<file path="config.mk">
export PLATFORM = sky130hd
export DESIGN_NAME = ctsup_core
export DESIGN_NICKNAME = d
export VERILOG_FILES = /design/src/inc/ctsup_pkg.sv /design/src/logic/ctsup_core.sv
export SDC_FILE = /design/constraint.sdc
export NUM_CORES = 2
export LEC_CHECK = 0
export BUFFER_PORTS_ARGS = -buffer_cell sky130_fd_sc_hd__buf_2
export CAP_MARGIN = 20
export CORE_MARGIN = 2
export CORE_UTILIZATION = 64
export DETAILED_ROUTE_END_ITERATION = 7
export PLACE_DENSITY = 0.86
export SETUP_SLACK_MARGIN = 0.02
export SKIP_LAST_GASP = 1
export SYNTH_ARGS = -nofsm -noshare
export SYNTH_HDL_FRONTEND = slang
export SYNTH_SLANG_ARGS = --single-unit
</file>
<file path="constraint.sdc">
create_clock -name sys_clk -period 15.6 [get_ports sys_clk]
set_input_delay 4.68 -clock sys_clk [delete_from_list [all_inputs] [get_ports sys_clk]]
set_output_delay 4.68 -clock sys_clk [all_outputs]
set_load 0.01 [all_outputs]
</file>
<file path="src/inc/ctsup_pkg.sv">
/*
  Shared constants for the current transformer circuit supervision block:
  register offsets, reset values of the settings, hysteresis points, cycle
  counts. Assumes a 100 MHz system clock and magnitudes in 0.01 x In.
*/
package ctsup_pkg;
  // ----------------------------------------------------------------------
  // Register offsets (byte addresses)
  // ----------------------------------------------------------------------
  localparam logic [7:0] CTSUP_A_CTRL = 8'h00;
  localparam logic [7:0] CTSUP_A_HIGH = 8'h04;
  localparam logic [7:0] CTSUP_A_LOW = 8'h08;
  localparam logic [7:0] CTSUP_A_RATIO = 8'h0C;
  localparam logic [7:0] CTSUP_A_SEQ = 8'h10;
  localparam logic [7:0] CTSUP_A_DIFF = 8'h14;
  localparam logic [7:0] CTSUP_A_DELAY = 8'h18;
  localparam logic [7:0] CTSUP_A_STAT = 8'h1C;
  localparam logic [7:0] CTSUP_A_DMAG = 8'h20;
  localparam logic [7:0] CTSUP_A_DANG = 8'h24;
  localparam logic [7:0] CTSUP_A_NANG = 8'h28;
  localparam logic [7:0] CTSUP_A_TIME = 8'h2C;
  // ----------------------------------------------------------------------
  // Control register fields
  // ----------------------------------------------------------------------
  localparam int CTSUP_F_SEL = 0;
  localparam int CTSUP_F_POL = 2;
  localparam int CTSUP_F_COMP = 3;
  localparam logic [1:0] CTSUP_SEL_NONE = 2'h0;
  localparam logic [1:0] CTSUP_SEL_A = 2'h1;
  localparam logic [1:0] CTSUP_SEL_B = 2'h2;
  // ----------------------------------------------------------------------
  // Reset values of the settings
  // ----------------------------------------------------------------------
  localparam logic [15:0] CTSUP_HIGH_RST = 16'h0078;
  localparam logic [15:0] CTSUP_LOW_RST = 16'h000A;
  localparam logic [15:0] CTSUP_RATIO_RST = 16'h03E8;
  localparam logic [15:0] CTSUP_SEQ_RST = 16'h1324;
  localparam logic [15:0] CTSUP_DIFF_RST = 16'h000A;
  localparam int CTSUP_DLY_STEP_MS = 5;
  localparam int CTSUP_DLY_DEF_MS = 500;
  localparam logic [18:0] CTSUP_DLY_RST =
    19'(CTSUP_DLY_DEF_MS / CTSUP_DLY_STEP_MS);
  // ----------------------------------------------------------------------
  // Hysteresis points in percent of the threshold
  // ----------------------------------------------------------------------
  localparam logic [7:0] CTSUP_HYS_LO = 8'h61;
  localparam logic [7:0] CTSUP_HYS_HI = 8'h67;
  localparam logic [7:0] CTSUP_PCT = 8'h64;
  localparam logic [15:0] CTSUP_FULL = 16'h2710;
  // ----------------------------------------------------------------------
  // Timing
  // ----------------------------------------------------------------------
  localparam int CTSUP_CLK_NS = 10;
  localparam int CTSUP_STAMP_NS = 1000000;
  localparam int CTSUP_MS_CYC = CTSUP_STAMP_NS / CTSUP_CLK_NS;
  localparam logic signed [18:0] CTSUP_HALF_TURN = 19'sh0_4650;
  localparam logic signed [18:0] CTSUP_FULL_TURN = 19'sh0_8CA0;
endpackage

</file>
<file path="src/logic/ctsup_core.sv">
/*
  Current transformer circuit supervision, evaluated once per processing
  cycle. Holds settings and read-only values behind a plain register port.
  Assumes magnitudes and angles come from pre-processing on sys_clk, valid
  at cycle_tick; the blocking and binary pick-up inputs come from pins.
*/
// The register addresses and the address-and-strobe port are this design's own decisions.
// Function
// Comparators release at 97 and pick up at 103 percent of threshold.
// Three phases and selected residual are compared each cycle.
// Any phase above the high limit suppresses activation.
// At least one phase above the low limit is required.
// Minimum over maximum phase ratio must be below its setting.
// Negative over positive sequence ratio must exceed its setting.
// With residual selected, summed-versus-residual difference must exceed.
// Alarm follows activation by a set delay in 5 ms steps.
// Start is given only while blocking is inactive.
// Blocking is sampled at the beginning of every processing cycle.
// Blocked pick-up raises inhibited output and stops timing.
// Blocking after start clears start and releases as on drop-out.
// Blocking issues a display event and a stamped event with data.
// Blocking source asserts at least 5 ms before the delay expires.
// Only definite-time delay is supported.
// Binary pick-up input activates immediately, with no comparison.
// Read-only difference magnitude, 0.01 In resolution.
// Read-only angle difference spanning plus and minus 360 degrees.
// Read-only natural unbalance angle in 0.01 degree steps.
// Timer runs only while all conditions hold together.
// Residual source: 0 none, 1 first input, 2 second input.
// Residual polarity: 0 adds, 1 subtracts.
// Alarm and inhibited changes are stamped with 1 ms resolution.
// A condition ceasing before expiry resets the timer, no alarm.
`timescale 1ns/1ns
`default_nettype none
module ctsup_core
  import ctsup_pkg::*;
#(
  parameter int MS_CYC = CTSUP_MS_CYC
) (
  // Clock and reset
  input wire logic sys_clk,
  input wire logic rst,
  // Register port
  input wire logic [7:0] reg_addr,
  input wire logic [31:0] reg_wdata,
  input wire logic reg_wr,
  input wire logic reg_rd,
  output logic [31:0] reg_rdata,
  // Measurements, valid at cycle_tick
  input wire logic cycle_tick,
  input wire logic [15:0] phase_a_mag,
  input wire logic [15:0] phase_b_mag,
  input wire logic [15:0] phase_c_mag,
  input wire logic [15:0] residual_input_a,
  input wire logic [15:0] residual_input_b,
  input wire logic [15:0] residual_a_ang,
  input wire logic [15:0] residual_b_ang,
  input wire logic [15:0] phase_sum_mag,
  input wire logic [15:0] phase_sum_ang,
  input wire logic [15:0] seq_pos_mag,
  input wire logic [15:0] seq_neg_mag,
  // Pins
  input wire logic block_in,
  input wire logic bin_pickup_in,
  // Outputs
  output logic start_out,
  output logic alarm_out,
  output logic inhibited_out,
  output logic alarm_evt,
  output logic inhibit_evt,
  output logic display_evt,
  output logic [31:0] evt_time,
  output logic [15:0] evt_phase_a,
  output logic [15:0] evt_phase_b,
  output logic [15:0] evt_phase_c,
  output logic [5:0] evt_fault
);
  if (MS_CYC < 2 || MS_CYC > 1000000) begin : g_ms_chk
    $error("MS_CYC out of range");
  end

  // ----------------------------------------------------------------------
  // Helpers
  // ----------------------------------------------------------------------
  function automatic logic hyst(input logic [15:0] m,
                                input logic [15:0] t,
                                input logic prev);
    logic [23:0] a;
    logic [23:0] lo;
    logic [23:0] hi;
    a = 24'(m) * 24'(CTSUP_PCT);
    lo = 24'(t) * 24'(CTSUP_HYS_LO);
    hi = 24'(t) * 24'(CTSUP_HYS_HI);
    return prev ? (a >= lo) : (a > hi);
  endfunction

  function automatic logic [15:0] absdiff(input logic [15:0] x,
                                          input logic [15:0] y);
    return (x >= y) ? x - y : y - x;
  endfunction

  // ----------------------------------------------------------------------
  // Pin synchronisers
  // ----------------------------------------------------------------------
  logic [2:0] blk_s_q;
  logic [2:0] bin_s_q;
  logic blk_f_q;
  logic bin_f_q;
  always_ff @(posedge sys_clk or posedge rst) begin
    if (rst) begin
      blk_s_q <= 3'h0;
      bin_s_q <= 3'h0;
      blk_f_q <= 1'b0;
      bin_f_q <= 1'b0;
    end else begin
      blk_s_q <= {blk_s_q[1:0], block_in};
      bin_s_q <= {bin_s_q[1:0], bin_pickup_in};
      if (blk_s_q[1] == blk_s_q[2])
        blk_f_q <= blk_s_q[2];
      if (bin_s_q[1] == bin_s_q[2])
        bin_f_q <= bin_s_q[2];
    end
  end

  // ----------------------------------------------------------------------
  // Register file
  // ----------------------------------------------------------------------
  logic [1:0] sel_q;
  logic pol_q;
  logic [15:0] high_q;
  logic [15:0] low_q;
  logic [15:0] ratio_q;
  logic [15:0] seq_q;
  logic [15:0] diff_q;
  logic [18:0] dly_q;
  logic signed [18:0] nat_q;
  logic comp_req_q;
  wire wr_ctrl = reg_wr && reg_addr == CTSUP_A_CTRL;
  always_ff @(posedge sys_clk or posedge rst) begin
    if (rst) begin
      sel_q <= CTSUP_SEL_NONE;
      pol_q <= 1'b0;
      high_q <= CTSUP_HIGH_RST;
      low_q <= CTSUP_LOW_RST;
      ratio_q <= CTSUP_RATIO_RST;
      seq_q <= CTSUP_SEQ_RST;
      diff_q <= CTSUP_DIFF_RST;
      dly_q <= CTSUP_DLY_RST;
      comp_req_q <= 1'b0;
    end else begin
      comp_req_q <= wr_ctrl && reg_wdata[CTSUP_F_COMP];
      if (wr_ctrl) begin
        sel_q <= reg_wdata[CTSUP_F_SEL +: 2];
        pol_q <= reg_wdata[CTSUP_F_POL];
      end
      if (reg_wr && reg_addr == CTSUP_A_HIGH) high_q <= reg_wdata[15:0];
      if (reg_wr && reg_addr == CTSUP_A_LOW) low_q <= reg_wdata[15:0];
      if (reg_wr && reg_addr == CTSUP_A_RATIO) ratio_q <= reg_wdata[15:0];
      if (reg_wr && reg_addr == CTSUP_A_SEQ) seq_q <= reg_wdata[15:0];
      if (reg_wr && reg_addr == CTSUP_A_DIFF) diff_q <= reg_wdata[15:0];
      if (reg_wr && reg_addr == CTSUP_A_DELAY) dly_q <= reg_wdata[18:0];
    end
  end

  // ----------------------------------------------------------------------
  // Residual path
  // ----------------------------------------------------------------------
  wire res_on = sel_q == CTSUP_SEL_A || sel_q == CTSUP_SEL_B;
  wire [15:0] res_mag = (sel_q == CTSUP_SEL_B) ? residual_input_b :
                        residual_input_a;
  wire [15:0] res_ang = (sel_q == CTSUP_SEL_B) ? residual_b_ang :
                        residual_a_ang;
  wire [15:0] dmag = res_on ? absdiff(phase_sum_mag, res_mag) : 16'h0000;
  // Subtract wiring turns the residual phasor by half a turn
  wire signed [18:0] ang_raw = 19'(signed'(phase_sum_ang)) -
    19'(signed'(res_ang)) - (pol_q ? CTSUP_HALF_TURN : 19'sh0);
  wire signed [18:0] ang_w = (ang_raw < -CTSUP_FULL_TURN) ?
    ang_raw + CTSUP_FULL_TURN : ang_raw;
  wire signed [18:0] ang_c = ang_w - nat_q;

  // ----------------------------------------------------------------------
  // Comparators
  // ----------------------------------------------------------------------
  logic [2:0] hi_q;
  logic [2:0] lo_q;
  logic df_q;
  wire [2:0] hi_n;
  wire [2:0] lo_n;
  wire [15:0] ph [3];
  assign ph[0] = phase_a_mag;
  assign ph[1] = phase_b_mag;
  assign ph[2] = phase_c_mag;
  for (genvar i = 0; i < 3; i++) begin : g_cmp
    assign hi_n[i] = hyst(ph[i], high_q, hi_q[i]);
    assign lo_n[i] = hyst(ph[i], low_q, lo_q[i]);
  end
  wire df_n = hyst(dmag, diff_q, df_q);
  wire [15:0] mx01 = (ph[0] > ph[1]) ? ph[0] : ph[1];
  wire [15:0] mn01 = (ph[0] > ph[1]) ? ph[1] : ph[0];
  wire [15:0] ph_max = (ph[2] > mx01) ? ph[2] : mx01;
  wire [15:0] ph_min = (ph[2] < mn01) ? ph[2] : mn01;
  wire ratio_ok = 32'(ph_min) * 32'(CTSUP_FULL) <
                  32'(ratio_q) * 32'(ph_max);
  wire seq_ok = 32'(seq_neg_mag) * 32'(CTSUP_FULL) >
                32'(seq_q) * 32'(seq_pos_mag);
  wire hi_any = |hi_n;
  wire lo_any = |lo_n;
  wire mag_act = !hi_any && lo_any && ratio_ok && seq_ok &&
                 (!res_on || df_n);
  wire act = mag_act || bin_f_q;
  wire [5:0] fault = {bin_f_q, res_on && df_n, seq_ok, ratio_ok,
                      lo_any, hi_any};

  // ----------------------------------------------------------------------
  // Start, block and definite-time alarm
  // ----------------------------------------------------------------------
  logic start_q;
  logic alarm_q;
  logic inh_q;
  logic [18:0] tmr_q;
  // Blocking is taken from the filtered level at the tick itself
  wire blk_now = blk_f_q;
  wire go = act && !blk_now;
  wire due = go && tmr_q >= dly_q;
  always_ff @(posedge sys_clk or posedge rst) begin
    if (rst) begin
      hi_q <= 3'h0;
      lo_q <= 3'h0;
      df_q <= 1'b0;
      start_q <= 1'b0;
      alarm_q <= 1'b0;
      inh_q <= 1'b0;
      tmr_q <= 19'h0;
    end else if (cycle_tick) begin
      hi_q <= hi_n;
      lo_q <= lo_n;
      df_q <= df_n;
      start_q <= go;
      inh_q <= act && blk_now;
      alarm_q <= due || (alarm_q && go);
      if (!go)
        tmr_q <= 19'h0;
      else if (!due)
        tmr_q <= tmr_q + 19'h1;
    end
  end

  // ----------------------------------------------------------------------
  // Millisecond stamp, events and captured data
  // ----------------------------------------------------------------------
  logic [19:0] div_q;
  logic [31:0] ms_q;
  logic a_evt_q;
  logic i_evt_q;
  logic disp_q;
  logic [31:0] et_q;
  logic [15:0] ca_q;
  logic [15:0] cb_q;
  logic [15:0] cc_q;
  logic [5:0] cf_q;
  wire alarm_d = due || (alarm_q && go);
  wire inh_d = act && blk_now;
  wire a_chg = cycle_tick && alarm_d != alarm_q;
  wire i_chg = cycle_tick && inh_d != inh_q;
  wire cap = cycle_tick && act && !start_q && !inh_q;
  always_ff @(posedge sys_clk or posedge rst) begin
    if (rst) begin
      div_q <= 20'h0;
      ms_q <= 32'h0;
      a_evt_q <= 1'b0;
      i_evt_q <= 1'b0;
      disp_q <= 1'b0;
      et_q <= 32'h0;
      ca_q <= 16'h0;
      cb_q <= 16'h0;
      cc_q <= 16'h0;
      cf_q <= 6'h0;
      nat_q <= 19'sh0;
    end else begin
      if (div_q == 20'(MS_CYC - 1)) begin
        div_q <= 20'h0;
        ms_q <= ms_q + 32'h1;
      end else begin
        div_q <= div_q + 20'h1;
      end
      a_evt_q <= a_chg;
      i_evt_q <= i_chg;
      disp_q <= i_chg && inh_d;
      if (a_chg || i_chg)
        et_q <= ms_q;
      // Pick-up values are frozen at activation for the blocking record
      if (cap) begin
        ca_q <= phase_a_mag;
        cb_q <= phase_b_mag;
        cc_q <= phase_c_mag;
        cf_q <= fault;
      end
      if (comp_req_q)
        nat_q <= ang_w;
    end
  end

  // ----------------------------------------------------------------------
  // Read port
  // ----------------------------------------------------------------------
  logic [31:0] rd_q;
  logic [31:0] rd_d;
  always_comb begin
    case (reg_addr)
      CTSUP_A_CTRL: rd_d = {29'h0, pol_q, sel_q};
      CTSUP_A_HIGH: rd_d = {16'h0, high_q};
      CTSUP_A_LOW: rd_d = {16'h0, low_q};
      CTSUP_A_RATIO: rd_d = {16'h0, ratio_q};
      CTSUP_A_SEQ: rd_d = {16'h0, seq_q};
      CTSUP_A_DIFF: rd_d = {16'h0, diff_q};
      CTSUP_A_DELAY: rd_d = {13'h0, dly_q};
      CTSUP_A_STAT: rd_d = {20'h0, cf_q, blk_f_q, inh_q, alarm_q,
                            start_q, 2'h0};
      CTSUP_A_DMAG: rd_d = {16'h0, dmag};
      CTSUP_A_DANG: rd_d = 32'(ang_c);
      CTSUP_A_NANG: rd_d = 32'(nat_q);
      CTSUP_A_TIME: rd_d = ms_q;
      default: rd_d = 32'h0;
    endcase
  end
  always_ff @(posedge sys_clk or posedge rst) begin
    if (rst)
      rd_q <= 32'h0;
    else
      rd_q <= reg_rd ? rd_d : 32'h0;
  end

  assign reg_rdata = rd_q;
  assign start_out = start_q;
  assign alarm_out = alarm_q;
  assign inhibited_out = inh_q;
  assign alarm_evt = a_evt_q;
  assign inhibit_evt = i_evt_q;
  assign display_evt = disp_q;
  assign evt_time = et_q;
  assign evt_phase_a = ca_q;
  assign evt_phase_b = cb_q;
  assign evt_phase_c = cc_q;
  assign evt_fault = cf_q;
endmodule
`default_nettype wire

</file>
======== Word-level counts from Yosys, hierarchy flattened ========
Index checks and enable logic that the tools add are counted.
storage, ports and cells
  register bits after elaboration ......... 332
  bits of input ports ..................... 223
  output and inout bits ................... 124
  logic and storage cells ................. 155
operators by class
  add/sub/neg operators ................... 9
  $mul .................................... 14
  order comparisons ....................... 22
  equality and inequality tests ........... 19
  mux-type cells .......................... 22
  reductions and logical operators ........ 37
operator list
  operator                count
  $pmux 32 s12            1
  $ge 23x23->1            7
  $gt 23x23->1            7
  $mul 16x7->23 const B   6
  $mux 16                 8
  $mul 16x5->21 const B   4
  $mul 16x16->32          2
  $mux 19                 3
  $mul 16x10->26 const B  2
  $add 32x1->32 const B   1
  $eq 8x5->1 const B      4
  $eq 8x6->1 const B      4
  $gt 16x16->1            2
  $gt 30x32->1            1
  $lt 30x32->1            1
  $mux 32                 1
  $sub 16x16->16          2
  $logic_and 1x1->1       23
  $add 20x1->20 const B   1
  $eq 20x17->1 const B    1
  $mux 20                 1
  $add 18x17->19 const B  1
  $add 19x1->19 const B   1
  $ge 19x19->1            1
  20 further kinds        38

======== Logic depth before layout (Yosys ltp) ========
  word-level depth ........................ 17
  depth in mapped cells ................... 58
  gate-level depth less buffers ........... 53

======== Worst setup path after synthesis ========
No wires, ideal clock.
  kind .................................... input -> register
  start point ............................. input phase_b_mag[1]
  end point ............................... register et_q[0] (netlist: evt_time[0])
  library setup time ...................... 0.125 ns
  arrival ................................. 16.488 ns
  data required time ...................... 15.475 ns
  path slack .............................. -1.013 ns
  stages on the path ...................... 56
  buffers on the path ..................... 5
  path through ............................ inv_1 > ha_1 > nor2b_1 > o211ai_1 > a2111o_1 > a31oi_1 > clkbuf_1 > clkbuf_1 > nor2_1 > a21oi_1 > ha_1 > a211oi_1 > o21ai_0 > o2111ai_1 > a21boi_0 > a31oi_1 > clkbuf_1 > nor2_1 > [20 not listed] > nand4_1 > nand2_1 > a21o_1 > a21oi_1 > xor2_1 > ha_1 > nand2_1 > nor3_1 > nand4_1 > nor2_1 > a2111oi_0 > o31a_1 > or4_4 > a31o_4 > mux2i_1 > a211oi_2 > buf_6 > mux2_4
on the way
  longest elaborated chain between the ends .. 16
  elaborated cells between the ends (all ways) .. 35
  those cells by class .................... mul (3); order compare (8); eq/ne (2); mux (6); reduce/logical (16)
ends and longest elaborated chain
  what                                               line                                                    RTL
  from (decl)                                        ctsup_core.sv:52                                        input wire logic [15:0] phase_b_mag,
  $gt 16x16->1 or $mul 16x5->21 (tied branches)      ctsup_core.sv:198, ctsup_core.sv:199, ctsup_core.sv:91
  $mux 16, or another cell as far along              ctsup_core.sv:199                                       wire [15:0] mn01 = (ph[0] > ph[1]) ? ph[1] : ph[0];
  $lt 16x16->1, or another cell as far along         ctsup_core.sv:201                                       wire [15:0] ph_min = (ph[2] < mn01) ? ph[2] : mn01;
  $mux 16, or another cell as far along              ctsup_core.sv:201
  $mul 16x10->26, or another cell as far along       ctsup_core.sv:202                                       wire ratio_ok = 32'(ph_min) * 32'(CTSUP_FULL) <
  $lt 30x32->1 or $logic_and 1x1->1 (tied branches)  ctsup_core.sv:202, ctsup_core.sv:208
  $logic_and 1x1->1 * (3 in series)                  ctsup_core.sv:208                                       wire mag_act = !hi_any && lo_any && ratio_ok && seq_ok &&
  $logic_or 1x1->1 *                                 ctsup_core.sv:210                                       wire act = mag_act || bin_f_q;
  $logic_and 1x1->1                                  ctsup_core.sv:223                                       wire go = act && !blk_now;
  $logic_and 1x1->1, on equally long branches        ctsup_core.sv:224, ctsup_core.sv:261
  $logic_or 1x1->1                                   ctsup_core.sv:261                                       wire alarm_d = due || (alarm_q && go);
  $ne 1x1->1                                         ctsup_core.sv:263                                       wire a_chg = cycle_tick && alarm_d != alarm_q;
  $logic_and 1x1->1                                  ctsup_core.sv:263
  $logic_or 1x1->1 *                                 ctsup_core.sv:289                                       if (a_chg || i_chg)
  to (signal assigned)                               ctsup_core.sv:290                                       et_q <= ms_q;
  to (decl)                                          ctsup_core.sv:256                                       logic [31:0] et_q;
Mark *: on every way between the ends. The rest lies on a longest branch, timed or not.
A chain may end at the register's enable or synchronous reset.

======== Final worst setup path ========
  start point ............................. input phase_b_mag[13]
  end point ............................... register tmr_q[10]
on the way
  longest elaborated chain between the ends .. 14
  elaborated cells between the ends (all ways) .. 30
  those cells by class .................... mul (3); order compare (8); eq/ne (1); mux (7); reduce/logical (11)
ends and longest elaborated chain
  what                                               line                                                    RTL
  $gt 16x16->1 or $mul 16x5->21 (tied branches)      ctsup_core.sv:198, ctsup_core.sv:199, ctsup_core.sv:91
  $mux 16, or another cell as far along              ctsup_core.sv:199
  $lt 16x16->1, or another cell as far along         ctsup_core.sv:201
  $mux 16, or another cell as far along              ctsup_core.sv:201
  $mul 16x10->26, or another cell as far along       ctsup_core.sv:202
  $lt 30x32->1 or $logic_and 1x1->1 (tied branches)  ctsup_core.sv:202, ctsup_core.sv:208
  $logic_and 1x1->1 * (3 in series)                  ctsup_core.sv:208
  $logic_or 1x1->1 *                                 ctsup_core.sv:210
  $logic_and 1x1->1 *                                ctsup_core.sv:223
  $logic_and 1x1->1                                  ctsup_core.sv:224                                       wire due = go && tmr_q >= dly_q;
  $ne 2x2->1 (no line)                               --
  $reduce_and 2->1 (no line)                         --
  to (signal assigned)                               ctsup_core.sv:244                                       tmr_q <= tmr_q + 19'h1;
  to (decl)                                          ctsup_core.sv:220                                       logic [18:0] tmr_q;
Marked as above.

==> flow_summary.ini <==
[status]
outcome = complete, but fails checks
violations = setup timing

[sta]
hold_viol = 0
finalCriticalPeriod_ps = 16830
fin_ws_ps = -1230
fin_skew_ps = 37.6
fmax_mhz = 59.4
setup_tns_ps = -115400
max-slew-margin-rel_pct = 26.8
maxSlewViolCount = 0
period_share_pct = 108
setup_viol = 111
rsz0062_at_grt = true
whs_ps = 354
tightestPinTransition_ps = 1090

[clock_network]
clock_latency_ps = 640
clock_sinks = 332
hold_buffers = 0
cts_tree = yes
clk_pin_slew_ps = 70
htreeDepth = 2
cts_buffers = 39
cts_buffer_depth = 3
clock-root-buffer = clkbuf_16

[critical_path]
crit_type = primary input to flip-flop
slowest_delay_ps = 810
arrival_ps = 17370
cp-end-kind = flip-flop
reg2regPathDepth = 46
timing.critical_path.mode_cell = buf_6
cp.required_ps = 16140
critPathSlowestCell = fa_1
critical_path.startpoint_type = primary input
cp_max_fo = 8

[place]
place_inst = 9212
place.gp.congestion = 0.989
hpwl_um = 156000
port_buffers = 333

[synthesis]
synth_flop_cell = dfrtp_1
synthCells = 7371
synth_edf_count = 0
synth-seq-cells = 332
synth-warning-count = 0
synth.yosys.seq_area_share_pct = 12.6
syn-num-nets = 9589
syn_avg_cell_area_um2 = 8.97
netlist_area_um2 = 66200
synth_cell_types = 89
async_reset_ff_share_pct = 100

[pwr]
power_frac_seq_pct = 11.5
ir_drop_uv = 253
p_sw_w = 0.00461
power.density_nw_per_um2 = 126
p_leak_nw = 40.3
combPwrFrac_pct = 77.8
internal_power_w = 0.00484
swShare_pct = 48.8
p_clk_share_pct = 10.7

[routing]
routedWlPerCell_um = 22.4
dr.pass1.iters = 8
drt.antenna.violating_nets = 0
vias_per_cell = 6.24
drt_wl_total_um = 210000
drtIter0Drc = 5676
vias = 58600
drc = 0

[hold_path]
hold_path.class = flip-flop to flip-flop
min_path_cells = 0

[floorplan]
io_pins = 347
die_w_um = 326
die_area_um2 = 106000
floorplan.initialDensity_pct = 64.7
die_height_um = 326
core_um2 = 102000
std_cell_rows = 117

[layout]
areaGrowthSynthToFinish_pct = 13.7
fin_cells = 9386
nets = 10200
drive_gt1_share_pct = 15.9
most-common-layout-cells = 1337 x inv_1, 1322 x ha_1, 638 x fa_1
final_common_cell = inv_1
final_core_util_pct = 73.6
nFillCells = 6681

[global_routing]
grt_pass1_vias = 59700
antenna_found_initial = 16
grt_max_degree = 178
grt.overflow.total = 0
grtUsageTotal_pct = 37.5
grt_pass1_wl_um = 317000

[run]
maxCapViolCount = 0
-- power by group through the flow --
| stage | Clock [W] | Combinational, W | Sequential (W) |
|---|---|---|---|
| floorplan | 0 | 0.00453 | 0.00107 |
| global placement | 0 | 0.00631 | 0.00108 |
| detailed placement | 0 | 0.00663 | 0.00109 |
| CTS | 0.00101 | 0.00691 | 0.00108 |
| global route | 0.00104 | 0.00815 | 0.00109 |
| finish | 0.00101 | 0.00735 | 0.00109 |
-- sequential cells by signal, summed over array words and instances (netlist names), 2 cells and up --
register	cells
evt_phase_c	16
evt_phase_b	16
seq_q	16
blk_s_q	3
diff_q	16
bin_s_q	3
tmr_q	19
ms_q	32
evt_time	32
lo_q	3
div_q	20
hi_q	3
evt_phase_a	16
reg_rdata	32
nat_q	19
dly_q	19
ratio_q	16
sel_q	2
evt_fault	6
high_q	16
low_q	16
-- synth_stat cells, types with 118 or more instances --
master    count  area, um2
nor2_1      312       1170
dfrtp_1     310       7760
fa_1        643      12900
inv_1      1360       5100
nand3_1     118        591
o21ai_0     241       1210
and2_1      212       1330
a21oi_1     381       1910
nand2_1     574       2150
a21o_1      147       1100
xnor2_1     215       1880
clkbuf_1    137        514
ha_1       1352      16900
mux2_2      198       2230
-- per-stage QoR --
| stage | power, W | setup slack, ps | cell area, um2 |
|---|---|---|---|
| finish | 0.00944 | -1230 | 75200 |
| global route | 0.0103 | -1410 | 75200 |
| CTS | 0.00899 | -251 | 74300 |
| detailed placement | 0.00772 | -1310 | 71600 |
| global placement | 0.00739 | -1050 | 71600 |
| floorplan | 0.00560 | 27.4 | 66500 |
-- critical path: cells and delay by family --
kind                     cells  cell delay [ps]
AO/OA/AOI/OAI               17             3060
XOR/XNOR                     1               90
adder cells (fa/ha/maj)     10             4580
buffers and inverters       16             2140
AND/OR/NAND/NOR             15             2760
-- logic make-up (layout without fill, tap and decap cells) --
group                      after synthesis  in the layout  synth area share [%]
other                                    0             14                     0
xor gates and xnor gates               332            332                  4.40
DFF                                    332            332                  12.6
buffers and inverters                 1521           2154                  8.73
muxes                                  314            314                  5.35
adders and majority gates             1997           1997                  45.1
AOI/OAI and AO/OA                     1202           1202                  11.6
and+or+nand+nor                       1673           1673                  12.3
-- final timing paths --
| check | startpoint | end | slack (ps) |
|---|---|---|---|
| setup reg to reg | sel_q[0] | evt_time[7] | 4520 |
| min in group asynchronous | rst | evt_time[19] | 4130 |
| setup / recovery | phase_b_mag[13] | tmr_q[10] | -1230 |
| hold / removal | bin_s_q[0] | bin_s_q[1] | 350 |
| hold reg to reg | bin_s_q[0] | bin_s_q[1] | 350 |
| max in group asynchronous | rst | tmr_q[15] | 9950 |
-- layout make-up --
cell class                 instances  area (um2)  area share, %
multi-input combinational       5518       53300           70.9
sequential                       332        8340           11.1
timing repair buffer             722        5310           7.06
inverter                        1362        5130           6.82
tap                             1368        1710           2.28
clock buffer                      46        1030           1.37
clock inverter                    24         334          0.444
antenna                           14        35.0         0.0466
-- metal layers --
layer	up-vias	share of wire (%)	global-route usage (%)
met5	-	0.044	0
met4	14	7.3	19.6
met3	1193	12	9.68
met2	3589	45	60.8
met1	27900	37	46.1
li1	25900	-	-
-- what timing repair did --
item / 4_1_cts / 5_1_grt
pin swaps: 37 / 111
setup endpoints to repair: 111 / 111
resized for setup: 147 / 150
cloned: 9 / 3
setup buffers: 48 / 34
hold endpoints to repair: 0 / 0
Note: power is estimated with default switching activity, not from simulation.
